--- src/pkg/atc_pkg.sv ---
// Constants for the advanced timer capture/compare/PWM block
package atc_pkg;
  // Register byte offsets
  localparam logic [7:0] OFF_ARR   = 8'h00;
  localparam logic [7:0] OFF_CNT   = 8'h04;
  localparam logic [7:0] OFF_CR    = 8'h0C;
  localparam logic [7:0] OFF_ISR   = 8'h10;
  localparam logic [7:0] OFF_ICR   = 8'h14;
  localparam logic [7:0] OFF_CHCR  = 8'h24;  // Channel n control at OFF_CHCR + 4*n
  localparam logic [7:0] OFF_DTR   = 8'h30;
  localparam logic [7:0] OFF_CCR   = 8'h3C;  // Half h capture/compare at OFF_CCR + 4*h
  localparam logic [7:0] OFF_DBG   = 8'h60;
  // Control register fields
  localparam int CR_EN      = 0;
  localparam int CR_MODE_LO = 1;
  localparam int CR_COMP    = 3;
  localparam int CR_PTSEL   = 4;
  localparam logic [1:0] MODE_EDGE   = 2'h2;
  localparam logic [1:0] MODE_CENTER = 2'h3;
  // Per-half fields inside a channel control register, half B at +HALF_SHIFT
  localparam int HALF_SHIFT = 16;
  localparam int HF_FSEL    = 0;
  localparam int HF_EDGE_LO = 1;
  localparam int HF_IE      = 3;
  localparam int HF_DE      = 4;
  localparam int HF_POL     = 5;
  localparam int HF_OCM_LO  = 6;
  localparam int HF_FLT_LO  = 9;
  localparam logic [1:0] EDGE_RISE = 2'h1;
  localparam logic [1:0] EDGE_BOTH = 2'h3;
  localparam logic [2:0] OCM_TOGGLE = 3'h4;
  localparam logic [2:0] OCM_PWM1   = 3'h6;
  localparam logic [2:0] OCM_PWM2   = 3'h7;
  // Dead-time register fields
  localparam int DT_LEN_LO = 0;
  localparam int DT_LEN_W  = 8;
  localparam int DT_EN     = 8;
  localparam int DT_OEN    = 9;
  // Debug control and status, register reset values
  localparam int DBG_FREEZE = 0;
  localparam int ISR_UPD    = 8;
  localparam logic [31:0] CR_RESET = 32'h0000_0004;
  localparam logic [31:0] ARR_RESET = 32'h0000_FFFF;
endpackage

--- src/rtl/atc_timer.sv ---
// Advanced timer: capture, compare, complementary PWM with dead-time, Wishbone slave
//
// Decided for this implementation: the Wishbone register port and the placing of the registers.
`timescale 1ns/1ps
`default_nettype none
module atc_timer #(
  parameter int NCH = 3,
  parameter int CW  = 16
) (
  input  wire logic              clk_sys,
  input  wire logic              reset_n,
  input  wire logic              cyc_i,
  input  wire logic              stb_i,
  input  wire logic              we_i,
  input  wire logic [7:0]        adr_i,
  input  wire logic [31:0]       dat_i,
  input  wire logic [3:0]        sel_i,
  output logic      [31:0]       dat_o,
  output logic                   ack_o,
  input  wire logic              dbgHalt,
  input  wire logic [2*NCH-1:0]  chanIn,
  output logic      [2*NCH-1:0]  chanOut,
  output logic      [2*NCH-1:0]  chanOe,
  output logic      [2*NCH-1:0]  dmaReq,
  output logic                   irqReq
);
  localparam int NH = 2 * NCH;

  // A fourth channel control word would land on the dead-time register
  if (NCH < 1 || NCH > 3 || CW < 8 || CW > 32) begin : gChk
    $error("atc_timer: NCH must be 1..3 and CW 8..32");
  end

  // Architectural registers
  logic [CW-1:0] arr_r, arr_nxt, cnt_r, cnt_nxt;
  logic [31:0]   cr_r, cr_nxt, dtr_r, dtr_nxt, dbg_r, dbg_nxt;
  logic [31:0]   chcr_r [NCH];
  logic [31:0]   chcr_nxt [NCH];
  logic [CW-1:0] ccr_r [NH];
  logic [CW-1:0] ccr_nxt [NH];
  logic [NH:0]   isr_r, isr_nxt;
  logic          down_r, down_nxt;
  logic [31:0]   datO_nxt;
  logic          ack_nxt, irq_nxt;
  // Per-half events and interrupt enables from the channel logic
  logic [NH-1:0] capEv, cmpEv, halfIe;

  logic          busWr, busRd, cntRun, edgeMode, centerMode, timerEn, updEv;
  logic [31:0]   wrMask;

  assign busWr      = cyc_i & stb_i & we_i & ~ack_o;
  assign busRd      = cyc_i & stb_i & ~we_i & ~ack_o;
  assign wrMask     = {{8{sel_i[3]}}, {8{sel_i[2]}}, {8{sel_i[1]}}, {8{sel_i[0]}}};
  assign timerEn    = cr_r[atc_pkg::CR_EN];
  assign edgeMode   = cr_r[atc_pkg::CR_MODE_LO +: 2] == atc_pkg::MODE_EDGE;
  assign centerMode = cr_r[atc_pkg::CR_MODE_LO +: 2] == atc_pkg::MODE_CENTER;
  // Freeze only when the debug bit asks for it; otherwise debug has no effect
  assign cntRun     = timerEn & ~(dbg_r[atc_pkg::DBG_FREEZE] & dbgHalt);

  function automatic logic [31:0] merge(input logic [31:0] old, input logic [31:0] nw,
                                        input logic [31:0] m);
    merge = (old & ~m) | (nw & m);
  endfunction

  // Counter, control registers and bus answers
  always_comb begin
    logic [31:0] cntW;
    cntW     = merge({{(32-CW){1'b0}}, cnt_r}, dat_i, wrMask);
    arr_nxt  = arr_r;
    cnt_nxt  = cnt_r;
    down_nxt = down_r;
    cr_nxt   = cr_r;
    dtr_nxt  = dtr_r;
    dbg_nxt  = dbg_r;
    updEv    = 1'b0;
    for (int c = 0; c < NCH; c++) begin
      chcr_nxt[c] = chcr_r[c];
    end
    if (cntRun) begin
      if (centerMode) begin
        if (!down_r && cnt_r >= arr_r) begin
          down_nxt = 1'b1;
          cnt_nxt  = cnt_r - 1'b1;
        end else if (down_r && cnt_r == '0) begin
          down_nxt = 1'b0;
          cnt_nxt  = cnt_r + 1'b1;
          updEv    = 1'b1;
        end else begin
          cnt_nxt  = down_r ? cnt_r - 1'b1 : cnt_r + 1'b1;
        end
      end else begin
        down_nxt = 1'b0;
        if (cnt_r >= arr_r) begin
          cnt_nxt = '0;
          updEv   = 1'b1;
        end else begin
          cnt_nxt = cnt_r + 1'b1;
        end
      end
    end
    if (busWr) begin
      unique case (adr_i)
        atc_pkg::OFF_ARR: arr_nxt = CW'(merge({{(32-CW){1'b0}}, arr_r}, dat_i, wrMask));
        atc_pkg::OFF_CNT: cnt_nxt = CW'(cntW);
        atc_pkg::OFF_CR:  cr_nxt  = merge(cr_r, dat_i, wrMask);
        atc_pkg::OFF_DTR: dtr_nxt = merge(dtr_r, dat_i, wrMask);
        atc_pkg::OFF_DBG: dbg_nxt = merge(dbg_r, dat_i, wrMask);
        default: begin
          for (int c = 0; c < NCH; c++) begin
            if (adr_i == 8'(atc_pkg::OFF_CHCR + 4 * c)) begin
              chcr_nxt[c] = merge(chcr_r[c], dat_i, wrMask);
            end
          end
        end
      endcase
    end
    // Sticky flags: clear by writing 0, a same-cycle event still sets
    isr_nxt = isr_r;
    if (busWr && adr_i == atc_pkg::OFF_ICR) begin
      isr_nxt = isr_r & (dat_i[NH:0] | ~wrMask[NH:0]);
    end
    isr_nxt = isr_nxt | {updEv, capEv | cmpEv};
    for (int h = 0; h < NH; h++) begin
      ccr_nxt[h] = ccr_r[h];
      if (busWr && adr_i == 8'(atc_pkg::OFF_CCR + 4 * h)) begin
        ccr_nxt[h] = CW'(merge({{(32-CW){1'b0}}, ccr_r[h]}, dat_i, wrMask));
      end
      if (capEv[h]) begin
        ccr_nxt[h] = cnt_r;
      end
    end
    datO_nxt = 32'h0000_0000;
    if (busRd) begin
      unique case (adr_i)
        atc_pkg::OFF_ARR: datO_nxt = {{(32-CW){1'b0}}, arr_r};
        atc_pkg::OFF_CNT: datO_nxt = {{(32-CW){1'b0}}, cnt_r};
        atc_pkg::OFF_CR:  datO_nxt = cr_r;
        atc_pkg::OFF_ISR: datO_nxt = {{(31-NH){1'b0}}, isr_r};
        atc_pkg::OFF_DTR: datO_nxt = dtr_r;
        atc_pkg::OFF_DBG: datO_nxt = dbg_r;
        default: begin
          for (int c = 0; c < NCH; c++) begin
            if (adr_i == 8'(atc_pkg::OFF_CHCR + 4 * c)) datO_nxt = chcr_r[c];
          end
          for (int h = 0; h < NH; h++) begin
            if (adr_i == 8'(atc_pkg::OFF_CCR + 4 * h)) datO_nxt = {{(32-CW){1'b0}}, ccr_r[h]};
          end
        end
      endcase
    end
    // Unmapped addresses still answer, reads return zero
    ack_nxt = cyc_i & stb_i & ~ack_o;
    irq_nxt = |(isr_r[NH-1:0] & halfIe);
  end

  always_ff @(posedge clk_sys) begin
    if (!reset_n) begin
      arr_r  <= CW'(atc_pkg::ARR_RESET);
      cnt_r  <= '0;
      down_r <= 1'b0;
      cr_r   <= atc_pkg::CR_RESET;
      dtr_r  <= 32'h0000_0000;
      dbg_r  <= 32'h0000_0000;
      isr_r  <= '0;
      dat_o  <= 32'h0000_0000;
      ack_o  <= 1'b0;
      irqReq <= 1'b0;
      for (int c = 0; c < NCH; c++) chcr_r[c] <= 32'h0000_0000;
      for (int h = 0; h < NH; h++) ccr_r[h] <= '0;
    end else begin
      arr_r  <= arr_nxt;
      cnt_r  <= cnt_nxt;
      down_r <= down_nxt;
      cr_r   <= cr_nxt;
      dtr_r  <= dtr_nxt;
      dbg_r  <= dbg_nxt;
      isr_r  <= isr_nxt;
      dat_o  <= datO_nxt;
      ack_o  <= ack_nxt;
      irqReq <= irq_nxt;
      for (int c = 0; c < NCH; c++) chcr_r[c] <= chcr_nxt[c];
      for (int h = 0; h < NH; h++) ccr_r[h] <= ccr_nxt[h];
    end
  end

  // Per-half input filter, capture, compare reference
  logic [NH-1:0] ref_r;
  logic [NH-1:0] halfPol;
  logic [NH-1:0] halfFsel;

  for (genvar h = 0; h < NH; h++) begin : gHalf
    logic [15:0] cfg;
    logic [2:0]  ocm;
    logic [7:0]  fcnt_r, fcnt_nxt, fthr;
    logic        filt_r, filt_nxt, prev_r, prev_nxt, dma_nxt, ref_nxt;
    logic        actEdge, anyEdge, lt;
    logic [CW-1:0] cmpVal;

    assign cfg         = chcr_r[h / 2][(h % 2) * atc_pkg::HALF_SHIFT +: 16];
    assign ocm         = cfg[atc_pkg::HF_OCM_LO +: 3];
    assign halfIe[h]   = cfg[atc_pkg::HF_IE];
    assign halfPol[h]  = cfg[atc_pkg::HF_POL];
    assign halfFsel[h] = cfg[atc_pkg::HF_FSEL];
    assign fthr        = 8'h01 << cfg[atc_pkg::HF_FLT_LO +: 3];
    // Polarity 1 turns the rising-edge selection into falling
    assign actEdge = (filt_r ^ halfPol[h]) & ~(prev_r ^ halfPol[h]);
    assign anyEdge = filt_r ^ prev_r;
    // Capture only in edge-aligned mode with the timer enabled
    assign capEv[h] = halfFsel[h] & timerEn & edgeMode &
                      ((cfg[atc_pkg::HF_EDGE_LO +: 2] == atc_pkg::EDGE_RISE & actEdge) |
                       (cfg[atc_pkg::HF_EDGE_LO +: 2] == atc_pkg::EDGE_BOTH & anyEdge));
    assign cmpEv[h] = ~halfFsel[h] & cntRun & (cnt_r == ccr_r[h]);
    // Half A in two-point center mode uses B's value while counting down
    assign cmpVal = (h % 2 == 0 && centerMode && !cr_r[atc_pkg::CR_PTSEL] && down_r) ?
                    ccr_r[h + 1 - (h % 2)] : ccr_r[h];
    assign lt = cnt_r < cmpVal;

    always_comb begin
      // A new level must hold for fthr clocks before it is accepted
      filt_nxt = filt_r;
      fcnt_nxt = 8'h00;
      if (chanIn[h] != filt_r) begin
        if (fcnt_r + 8'h01 >= fthr) begin
          filt_nxt = chanIn[h];
        end else begin
          fcnt_nxt = fcnt_r + 8'h01;
        end
      end
      prev_nxt = filt_r;
      dma_nxt  = capEv[h] & cfg[atc_pkg::HF_DE];
      ref_nxt  = ref_r[h];
      if (!halfFsel[h]) begin
        unique case (ocm)
          atc_pkg::OCM_TOGGLE: ref_nxt = cmpEv[h] ? ~ref_r[h] : ref_r[h];
          atc_pkg::OCM_PWM1:   ref_nxt = lt;
          atc_pkg::OCM_PWM2:   ref_nxt = ~lt;
          default:             ref_nxt = ref_r[h];
        endcase
      end
    end

    always_ff @(posedge clk_sys) begin
      if (!reset_n) begin
        filt_r    <= 1'b0;
        fcnt_r    <= 8'h00;
        prev_r    <= 1'b0;
        dmaReq[h] <= 1'b0;
        ref_r[h]  <= 1'b0;
      end else begin
        filt_r    <= filt_nxt;
        fcnt_r    <= fcnt_nxt;
        prev_r    <= prev_nxt;
        dmaReq[h] <= dma_nxt;
        ref_r[h]  <= ref_nxt;
      end
    end

    AST_CAP_VALUE: assert property (@(posedge clk_sys) disable iff (!reset_n)
      capEv[h] |=> ccr_r[h] == $past(cnt_r)) else $error("capture value wrong");
    AST_CAP_GATED: assert property (@(posedge clk_sys) disable iff (!reset_n)
      !(timerEn && edgeMode && halfFsel[h]) &&
      !(busWr && adr_i == 8'(atc_pkg::OFF_CCR + 4 * h)) |=> $stable(ccr_r[h]))
      else $error("capture not allowed");
    AST_DMA_PULSE: assert property (@(posedge clk_sys) disable iff (!reset_n)
      capEv[h] && cfg[atc_pkg::HF_DE] |=> dmaReq[h] ##1 (!dmaReq[h] || $past(capEv[h])))
      else $error("dma request missing");
    AST_TOGGLE: assert property (@(posedge clk_sys) disable iff (!reset_n)
      !halfFsel[h] && ocm == atc_pkg::OCM_TOGGLE && cmpEv[h] |=> ref_r[h] != $past(ref_r[h]))
      else $error("toggle missed");
  end

  // Per-channel output stage: complementary pair, dead-time, main enable
  for (genvar c = 0; c < NCH; c++) begin : gOut
    logic [atc_pkg::DT_LEN_W-1:0] dt_r, dt_nxt;
    logic                         refPrev_r, outA_nxt, outB_nxt, oeA_nxt, oeB_nxt;
    logic                         comp, mainOe, rawA, rawB;

    assign comp   = cr_r[atc_pkg::CR_COMP];
    assign mainOe = dtr_r[atc_pkg::DT_OEN];
    assign rawA = ref_r[2 * c];
    assign rawB = comp ? ~ref_r[2 * c] : ref_r[2 * c + 1];

    always_comb begin
      dt_nxt = (dt_r != '0) ? dt_r - 1'b1 : dt_r;
      if (comp && dtr_r[atc_pkg::DT_EN] && rawA != refPrev_r) begin
        dt_nxt = dtr_r[atc_pkg::DT_LEN_LO +: atc_pkg::DT_LEN_W];
      end
      // During the dead band both switches sit at their inactive level
      outA_nxt = ((dt_nxt != '0) ? 1'b0 : rawA) ^ halfPol[2 * c];
      outB_nxt = ((dt_nxt != '0) ? 1'b0 : rawB) ^ halfPol[2 * c + 1];
      oeA_nxt  = mainOe & ~halfFsel[2 * c];
      oeB_nxt  = mainOe & ~halfFsel[2 * c + 1];
      if (!mainOe) begin
        outA_nxt = 1'b0;
        outB_nxt = 1'b0;
      end
    end

    always_ff @(posedge clk_sys) begin
      if (!reset_n) begin
        dt_r           <= '0;
        refPrev_r      <= 1'b0;
        chanOut[2*c]   <= 1'b0;
        chanOut[2*c+1] <= 1'b0;
        chanOe[2*c]    <= 1'b0;
        chanOe[2*c+1]  <= 1'b0;
      end else begin
        dt_r           <= dt_nxt;
        refPrev_r      <= rawA;
        chanOut[2*c]   <= outA_nxt;
        chanOut[2*c+1] <= outB_nxt;
        chanOe[2*c]    <= oeA_nxt;
        chanOe[2*c+1]  <= oeB_nxt;
      end
    end

    AST_DEADBAND: assert property (@(posedge clk_sys) disable iff (!reset_n)
      dt_r != '0 && mainOe && $past(mainOe) |-> chanOut[2*c] == halfPol[2*c] ||
      $past(halfPol[2*c]) != halfPol[2*c]) else $error("output active in dead band");
    AST_OUT_OFF: assert property (@(posedge clk_sys) disable iff (!reset_n)
      !mainOe |=> !chanOe[2*c] && !chanOe[2*c+1] && !chanOut[2*c] && !chanOut[2*c+1])
      else $error("output while disabled");
  end

  // Checks on counter, flags and bus
  logic cntWrite, icrWrite;
  assign cntWrite = busWr && adr_i == atc_pkg::OFF_CNT;
  assign icrWrite = busWr && adr_i == atc_pkg::OFF_ICR;

  AST_FREEZE: assert property (@(posedge clk_sys) disable iff (!reset_n)
    dbg_r[atc_pkg::DBG_FREEZE] && dbgHalt && !cntWrite |=> $stable(cnt_r))
    else $error("counter moved while frozen");
  AST_RUN_IN_DEBUG: assert property (@(posedge clk_sys) disable iff (!reset_n)
    timerEn && !dbg_r[atc_pkg::DBG_FREEZE] && edgeMode && cnt_r < arr_r && !cntWrite
    |=> cnt_r == $past(cnt_r) + 1'b1) else $error("counter did not advance");
  AST_FLAG_STICKY: assert property (@(posedge clk_sys) disable iff (!reset_n)
    isr_r[0] && !icrWrite |=> isr_r[0]) else $error("flag dropped without clear");
  AST_FLAG_CLEAR: assert property (@(posedge clk_sys) disable iff (!reset_n)
    icrWrite && sel_i[0] && !dat_i[0] && !capEv[0] && !cmpEv[0] |=> !isr_r[0])
    else $error("flag not cleared");
  AST_IRQ: assert property (@(posedge clk_sys) disable iff (!reset_n)
    (isr_r[NH-1:0] & halfIe) != '0 |=> irqReq) else $error("interrupt missing");
  AST_ACK_ONE: assert property (@(posedge clk_sys) disable iff (!reset_n)
    cyc_i && stb_i && !ack_o |=> ack_o ##1 !ack_o) else $error("ack timing wrong");

  COV_CAPTURE: cover property (@(posedge clk_sys) disable iff (!reset_n) capEv[0]);
  COV_DEADBAND: cover property (@(posedge clk_sys) disable iff (!reset_n) gOut[0].dt_r != '0);
  COV_CENTER_TURN: cover property (@(posedge clk_sys) disable iff (!reset_n)
    centerMode && !down_r ##1 down_r);
  COV_FREEZE: cover property (@(posedge clk_sys) disable iff (!reset_n)
    timerEn && dbgHalt && dbg_r[atc_pkg::DBG_FREEZE]);
endmodule
`default_nettype wire

--- config.mk ---
export PLATFORM = sky130hd
export DESIGN_NAME = atc_timer
export DESIGN_NICKNAME = d
export VERILOG_FILES = /design/src/pkg/atc_pkg.sv /design/src/rtl/atc_timer.sv
export SDC_FILE = /design/constraint.sdc
export NUM_CORES = 1
export LEC_CHECK = 0
export ABC_AREA = 0
export BUFFER_PORTS_ARGS = -buffer_cell sky130_fd_sc_hd__buf_4
export CORE_AREA = 2 2 234 236
export DETAILED_ROUTE_END_ITERATION = 6
export DIE_AREA = 0 0 236 238
export HOLD_SLACK_MARGIN = 0.15
export PLACE_DENSITY = 0.77
export SYNTH_ARGS = -nofsm -noshare
export SYNTH_HDL_FRONTEND = slang
export SYNTH_SLANG_ARGS = --single-unit
--- constraint.sdc ---
create_clock -name clk_sys -period 2.9 [get_ports clk_sys]
set_input_delay 0.29 -clock clk_sys [delete_from_list [all_inputs] [get_ports clk_sys]]
set_output_delay 0.29 -clock clk_sys [all_outputs]
set_load 0.01 [all_outputs]
Word-level counts from Yosys, hierarchy flattened
Memories as Yosys holds them, arrays and structs flattened.
Index checks and enable logic that the tools add are counted.
{ "totals": {"mem_bits_ro": 0, "word_cells": 473, "mem_count": 2, "latch_bits": 0, "reg_bits": 281, "mem_bits_rw": 192, "output_inout_bits": 52} }
{ "classes": {"n_bitwise": 177, "div": 0, "mul": 0, "addsub": 11, "n_lt_le_gt_ge": 13, "mux": 85, "n_shift": 6, "n_reduce_logical": 58, "eq_ne": 69} }
{ "mem_list": {"columns": ["name", "words", "word_bits", "rd", "rd_ports_with_merged_regs", "wr", "line_no", "rtl"], "rows": [
  ["ccr_r", 6, 16, 6, 0, 6, "atc_timer.sv:39", "logic [CW-1:0] ccr_r [NH];"],
  ["chcr_r", 3, 32, 3, 0, 3, "atc_timer.sv:37", "logic [31:0] chcr_r [NCH];"]
]} }
{ "op_table": {"columns": ["op", "n"], "rows": [
  ["2-to-1 mux 32 bit", 15],
  ["2-to-1 mux 16 bit", 29],
  ["AND 32 bit", 7],
  ["2-to-1 mux 96 bit", 2],
  ["OR 32 bit", 6],
  ["case mux 32 bit (6 select lines)", 1],
  ["AND 16 bit", 8],
  ["OR 16 bit", 8],
  ["== test 16 bit", 6],
  ["< comparator 16 bit", 6],
  ["AND 1 bit", 68],
  ["== test 3 bit, second input constant", 18],
  ["adder 8 x 1 -> 8 bit, second input constant", 6],
  ["== test 8 x 7 -> 1 bit, second input constant", 6],
  ["greater-or-equal comparator 8 bit", 6],
  ["2-to-1 mux 8 bit", 6],
  ["nonzero test 8 bit", 6],
  ["<< shifter 1 x 3 -> 8 bit, first input constant", 6],
  ["== test 8 x 6 -> 1 bit, second input constant", 5],
  ["inverter 1 bit", 34],
  ["inverter 32 bit", 1],
  ["AND reduction 2 bit", 13],
  ["2-to-1 mux 1 bit", 25],
  ["subtractor 8 x 1 -> 8 bit, second input constant", 3],
  ["29 further kinds", 128]
]} }

Longest topological paths before layout
Gate-level depths: netlist (run 1).
{ "depth": {"word_depth": 11, "mapped_depth": 13, "ltp_nobuf": 11} }

Worst setup path after synthesis (run 1)
OpenSTA, ideal clock, no wires.
{ "synth_timing": {"path_type": "reg-to-reg", "start": "register (tool-made name)", "end": "register (tool-made name)", "path_buffers": 3, "arrival_ns": 2.680, "path_stages_with_launch": 13, "period_less_slack_ns": 2.811, "t_required_ns": 2.769, "setup_slack_ns": 0.089, "cell_sequence": "dfxtp_1 -> clkbuf_1 -> inv_1 -> ha_1 -> nand2b_1 -> a211oi_1 -> o211a_1 -> o211a_1 -> clkbuf_1 -> nor3_1 -> buf_2 -> a221oi_1 -> o22ai_1"} }

Final worst setup path (run 1)
{ "layout_timing": {"start": "register down_r", "end": "register ref_r[4], in the netlist gOut[2].rawA"} }
{ "layout_via": {"elab_chain_cells": 5} }
{ "layout_lines": {"columns": ["element", "line_no", "rtl"], "rows": [
  ["start: declaration", "atc_timer.sv:42", "logic down_r, down_nxt;"],
  ["start signal: assignment", "atc_timer.sv:173", "down_r <= down_nxt;"],
  ["logical AND 1 bit *", "atc_timer.sv:214", "assign cmpVal = (h % 2 == 0 && centerMode && !cr_r[atc_pkg::CR_PTSEL] && down_r) ?"],
  ["2-to-1 mux 16 bit *", "atc_timer.sv:214", null],
  ["< comparator 16 bit *", "atc_timer.sv:216", "assign lt = cnt_r < cmpVal;"],
  ["inverter 1 bit", "atc_timer.sv:236", "atc_pkg::OCM_PWM2: ref_nxt = ~lt;"],
  ["case mux 1 bit (3 select lines) *", "atc_timer.sv:233", "unique case (ocm)"],
  ["end signal: indexed assignment", "atc_timer.sv:254", "ref_r[h] <= ref_nxt;"],
  ["end: declaration", "atc_timer.sv:187", "logic [NH-1:0] ref_r;"]
]} }
Every way passes the cells marked *; elsewhere a longest branch is shown, timed or not.
A chain may end at the register's enable or synchronous reset.

==> metrics.yaml, run 1 <==
cts_max_level: 2
post-route-period-util: 0.9679
nNetsFinal: 3694
finalHoldViolations: 0
yosys_warnings: 0
setup_viol_count_final: 0
syn_avg_cell_area_sq_um: 7.967
grt_usage: 0.3328
path_delay_family: "compound AO/OA/AOI/OAI gates"
clk_latency_ns: 0.63
fin_cells: 4207
ir_drop_mv: 0.5063
routed_wl_um: 96440
synth_cell_types: 83
seq_area_frac_synth: 0.3566
maxCapViolCount: 0
layout_common_cells: "dfxtp_1 (473), nor2_1 (389), a21oi_1 (344)"
wl_met2_um: 40360
coreArea_sq_um: 53500
p_per_area_nw_per_um2: 572.7
r2r-start: "down_r$_SDFFE_PN0P_"
synth-seq-cells: 473
cpMostUsedCell: "a21oi_1"
start_util: 0.4964
clock_sinks: 473
synth_edf_count: 0
hpwl_um: 68080
required_ns: 3.40
antenna_found_initial: 1
drc_errors: 37
arrival_ns: 3.30
crit_start: "down_r$_SDFFE_PN0P_"
slew_viol_final: 0
area_growth_pct: 17.24
first_global_vias: 24464
drt_iter0_drc: 4077
min_path_type: "in -> reg"
cp_max_fo: 69
ys.flop_type: "dfxtp_1"
timing.hold.ws_ns: 0.2197
clkTransAtPathRegs_ns: 0.07
crit_type: "reg -> reg"
dieWidth_um: 236
synth_area_sq_um: 26560
dr_wl_met3_um: 12370
grt_max_degree: 100
placed_cells: 4062
run_status: "complete, but fails checks"
vias_per_cell: 6.343
globalplace.congestion: 1.023
cts_buffers: 52
dieArea_sq_um: 56170
syn_nets: 3561
slowest_stage: "dfxtp_1"
worst_setup_path_end_kind: "flop"
ant_nets: 0
violations: "DRC"
gr-total-overflow: 0
io_buffers: 107
synthCells: 3333
period_minus_slack_ns: 2.807
relSlewSlack: 0.4605
pin_count: 108
ys_async_sr_fraction: 0
avgRoutedWirePerCell_um: 22.92
cts_root_buf: "clkbuf_16"
tightest_slew_ns: 0.8073
wl_met1_um: 38900
cp-start-kind: "flop"
die_h_um: 238
dr_total_vias: 26683
rows: 85
firstDrtPassIters: 7
rsz0062_at_grt: "false"
clockBufferDepth: 3
grt_first_pass_wirelength_um: 146000
setup_tns_ns: 0
max_stage_delay_ns: 0.41
layout_commonest_cell: "dfxtp_1"
holdCritStartpoint: "adr_i[4]"
finClkSkew_ns: 0.01724
finalPower_w: 0.01783
path_cells: "nand4b_1 -> buf_12 -> buf_4 -> nor2_1 -> a21oi_1 -> ha_1 -> a21o_1 -> a21o_1 -> a21oi_1 -> nand4b_1 -> a21oi_1 -> xnor2_1 -> a31oi_1"
fmax_ghz: 0.3563
final_layout_size_suffix_gt1_frac: 0.1234
highest_layer: "met5"
p_leak_nw: 12.06
fin_util: 0.5820
cp_num_buf_inv: 2
cts_tree: "done"
worst register-to-register path: cells and delay by family (launching register included):
family	cells	cell delay (ns)
xor+xnor	1	0.15
buf+inv	2	0.45
flops	1	0.41
fa+ha+maj	1	0.30
compound gates	6	0.92
simple gates	3	0.44
final cells by class:
cell class | instances | area, sq um
timing repair buffer | 321 | 2713
fill | 4699 | 22360
antenna | 1 | 2.502
clock inverter | 32 | 390.4
tap | 696 | 870.8
inverter | 112 | 427.9
clock buffer | 66 | 1475
sequential | 473 | 9469
multi-input combinational | 2506 | 15790
cell families (layout without fill, tap and decap cells):
| logic type | Yosys count | after routing | synth area share |
|---|---|---|---|
| buf+inv | 354 | 531 | 0.05173 |
| compound gates | 921 | 921 | 0.2272 |
| fa+ha+maj | 172 | 172 | 0.08104 |
| simple gates | 1221 | 1221 | 0.2168 |
| flops | 473 | 473 | 0.3566 |
| other cells | 0 | 1 | 0 |
| mux | 63 | 63 | 0.02384 |
| xor+xnor | 129 | 129 | 0.04283 |
metrics by stage:
| stage | cell area, sq um | setup slack (ns) |
|---|---|---|
| 6_report | 31130 | 0.09323 |
| 4_1_cts | 31120 | 0.1825 |
| 3_5_place_dp | 28790 | 0.2322 |
| 3_3_place_gp | 28790 | 0.1881 |
| 5_1_grt | 31130 | 0.005876 |
| 2_1_floorplan | 26560 | 0.08863 |
path summary, 6_finish.rpt:
path | endpoint | slack, ns | cells after the start
max | gOut[2].rawA$_SDFFE_PN0P_ | 0.09 | 13
max reg2reg | gOut[2].rawA$_SDFFE_PN0P_ | 0.09 | 13
min | dat_o[9]$_SDFF_PN0_ | 0.22 | 4
min reg2reg | flop | 0.46 | 2
per-layer routing:
layer / vias up / GRT usage
li1: 12288 / -
met5: - / 0.009524
met4: 2 / 0.1486
met1: 12309 / 0.4596
met2: 1762 / 0.4911
met3: 322 / 0.07982
where the power goes:
group / leakage [nW] / switching [W] / total, W / internal [W]
Clock: 0.911 / 0.00297 / 0.00722 / 0.00426
Combinational: 7.33 / 0.00207 / 0.00368 / 0.00161
Sequential: 3.82 / 0.000252 / 0.00693 / 0.00668
Total: 12.1 / 0.00529 / 0.0178 / 0.0125
what timing repair did:
action / CTS / global route
endpoints found under the hold margin: 233 / 0
gates resized for setup: 0 / 3
endpoints found under the setup margin: 0 / 3
setup buffers: 0 / 0
hold buffers: 46 / 0
cell usage after synthesis, types with 32 or more instances:
library cell | n | area, sq um
a211oi_1 | 119 | 893.4
a21o_1 | 58 | 435.4
a21oi_1 | 344 | 1722
a221oi_1 | 32 | 280.3
a222oi_1 | 39 | 390.4
a22oi_1 | 85 | 638.1
a31oi_1 | 39 | 244.0
clkbuf_1 | 207 | 777.0
dfxtp_1 | 473 | 9469
ha_1 | 172 | 2152
inv_1 | 112 | 420.4
mux2i_1 | 61 | 610.6
nand2_1 | 312 | 1171
nand3_1 | 202 | 1011
nor2_1 | 393 | 1475
nor2b_1 | 49 | 306.5
nor3_1 | 51 | 255.2
o211ai_1 | 33 | 247.7
o21ai_0 | 71 | 355.3
xnor2_1 | 63 | 551.8
xor2_1 | 65 | 569.3
No activity file was read; power rests on OpenSTA's default activity.
==> inputs of run 2 (changes only) <==
- CELL_PAD_IN_SITES_DETAIL_PLACEMENT: default -> 1
- CELL_PAD_IN_SITES_GLOBAL_PLACEMENT: default -> 1
- CORE_AREA: 2 2 234 236 -> 2 2 252 254
- DIE_AREA: 0 0 236 238 -> 0 0 254 256
- PLACE_DENSITY: 0.77 -> 0.85
==> metrics.yaml, run 2 (synthesis gave the netlist of run 1 again) <==
finalPower_w: 0.01787
required_ns: 3.39
tightest_slew_ns: 0.8218
grt_first_pass_wirelength_um: 173700
start_util: 0.4256
worstRegToRegCells: 10
post-route-period-util: 0.9936
avgRoutedWirePerCell_um: 26.52
drt_iter0_drc: 3343
dr_total_vias: 28342
crit_type: "reg -> reg"
clkTransAtPathRegs_ns: 0.06
ant_nets: 0
clockBufferDepth: 3
highest_layer: "met5"
slew_viol_final: 0
setup_viol_count_final: 0
finalHoldViolations: 0
globalplace.congestion: 0.9997
clkPwrFrac: 0.397
maxCapViolCount: 0
min_path_type: "in -> reg"
dieWidth_um: 254
vias_per_cell: 6.465
layout_common_cells: "dfxtp_1 (471), nor2_1 (388), a21oi_1 (344)"
rows: 92
io_buffers: 107
multi_input_area_sq_um: 15840
routed_wl_um: 116300
switching_power_w: 0.005482
fmax_ghz: 0.3470
regArea_sq_um: 9472
cts_root_buf: "clkbuf_16"
cp_max_fo: 9
dieArea_sq_um: 65020
first_global_vias: 28902
area_growth_pct: 18.85
p_per_area_nw_per_um2: 566.0
coreArea_sq_um: 62390
clock_sinks: 473
swShare: 0.3069
layout_commonest_cell: "dfxtp_1"
grt_usage: 0.3443
firstDrtPassIters: 7
finClkSkew_ns: 0.03911
gr-total-overflow: 0
holdCritStartpoint: "adr_i[4]"
wl_met1_um: 44310
relSlewSlack: 0.4508
hpwl_um: 78010
grt_max_degree: 115
p_int_w: 0.01238
die_h_um: 256
final.fill_count: 7426
arrival_ns: 3.37
worst_setup_path_end_kind: "flop"
final_layout_size_suffix_gt1_frac: 0.1295
nNetsFinal: 3728
min_path_cells: 4
run_status: "complete, but fails checks"
ff2ff_setup_slack_ns: 0.02
fin_util: 0.5059
wl_met2_um: 52220
power.share.sequential: 0.385
pin_count: 108
cts_tree: "done"
violations: "DRC"
p_leak_nw: 12.21
cp-start-kind: "flop"
antenna_found_initial: 5
min_to: "dat_o[9]$_SDFF_PN0_"
period_minus_slack_ns: 2.882
ir_drop_mv: 0.4392
cts_buffers: 53
drc_errors: 3
dr_wl_met3_um: 11730
clk_latency_ns: 0.64
comb_power_share: 0.218
cts_max_level: 2
run 2: cell count changes in the layout (fill, tap and decap cells not counted), sizes merged:
| cell | change |
|---|---|
| clkinv | -5 |
| buf | +30 |
| bufinv | -2 |
| clkinvlp | -5 |
| clkbuf | +10 |
| inv | -2 |
| dlygate4sd3 | +1 |
run 2: worst max path at each step:
stage	endpoint	startpoint	slack (ns)
3_3_place_gp	flop	flop	-0.16
3_5_place_dp	flop	flop	-0.23
4_1_cts	ref_r[3]$_SDFFE_PN0P_	flop	0.006
6_report	flop	flop	0.02
5_1_grt	gOut[0].rawA$_SDFFE_PN0P_	flop	-0.10
2_1_floorplan	flop	flop	0.09
run 2: cell type report:
type                    count  share of cell area
flip-flops and latches    473              0.3001
well taps                 846             0.03354
repair buffers            354             0.09506
clock buffers              74             0.04769
multi-input cells        2506              0.5017
clock inverters            18            0.008246
inverters                 112             0.01356
diodes                      1          0.00007929
run 2: per-layer routing:
metal  vias up  global-route usage
li1      12324                   -
met1     13737              0.4241
met2      1739              0.5499
met3       534             0.06966
met4         8              0.2121
met5         -                   0
run 2: metrics by stage:
step           TNS, ns  cells  hold slack, ns  worst slack [ns]  cell area [sq um]
6_report             0   4384          0.2341           0.01847              31560
3_5_place_dp   -0.9377   4234          0.4485           -0.2335              29120
5_1_grt        -0.2292   4383          0.2640           -0.1019              31560
2_1_floorplan        0   3333          0.4334           0.08863              26560
4_1_cts              0   4374          0.1991          0.006338              31380
3_3_place_gp   -0.4083   4234          0.4427           -0.1647              29120
run 2: power by group through the flow:
stage                     clock network [W]  registers (W)  logic, W
after global routing                0.00737        0.00691   0.00422
after detailed placement                  0        0.00702   0.00363
final                               0.00709        0.00688   0.00389
after floorplan                           0        0.00699   0.00252
after CTS                           0.00705        0.00687   0.00375
after global placement                    0        0.00700   0.00355
run 2: worst max-delay path, cell delays in order, from the launching register on:
cell	delay, ns
dfxtp_1	0.33
inv_1	0.06
ha_1	0.29
o21a_1	0.12
o211ai_1	0.14
a2111o_1	0.46
o211a_1	0.30
buf_4	0.20
nor2_1	0.31
o22ai_1	0.16
o41ai_1	0.39
run 2: what timing repair did:
| action | in CTS | in global routing |
|---|---|---|
| hold buffers | 47 | 0 |
| hold endpoints to repair | 229 | 0 |
| gates cloned | 0 | 4 |
| endpoints found under the setup margin | 9 | 25 |
| resized for setup | 2 | 20 |
| pin swaps | 1 | 7 |
| setup buffers | 1 | 5 |
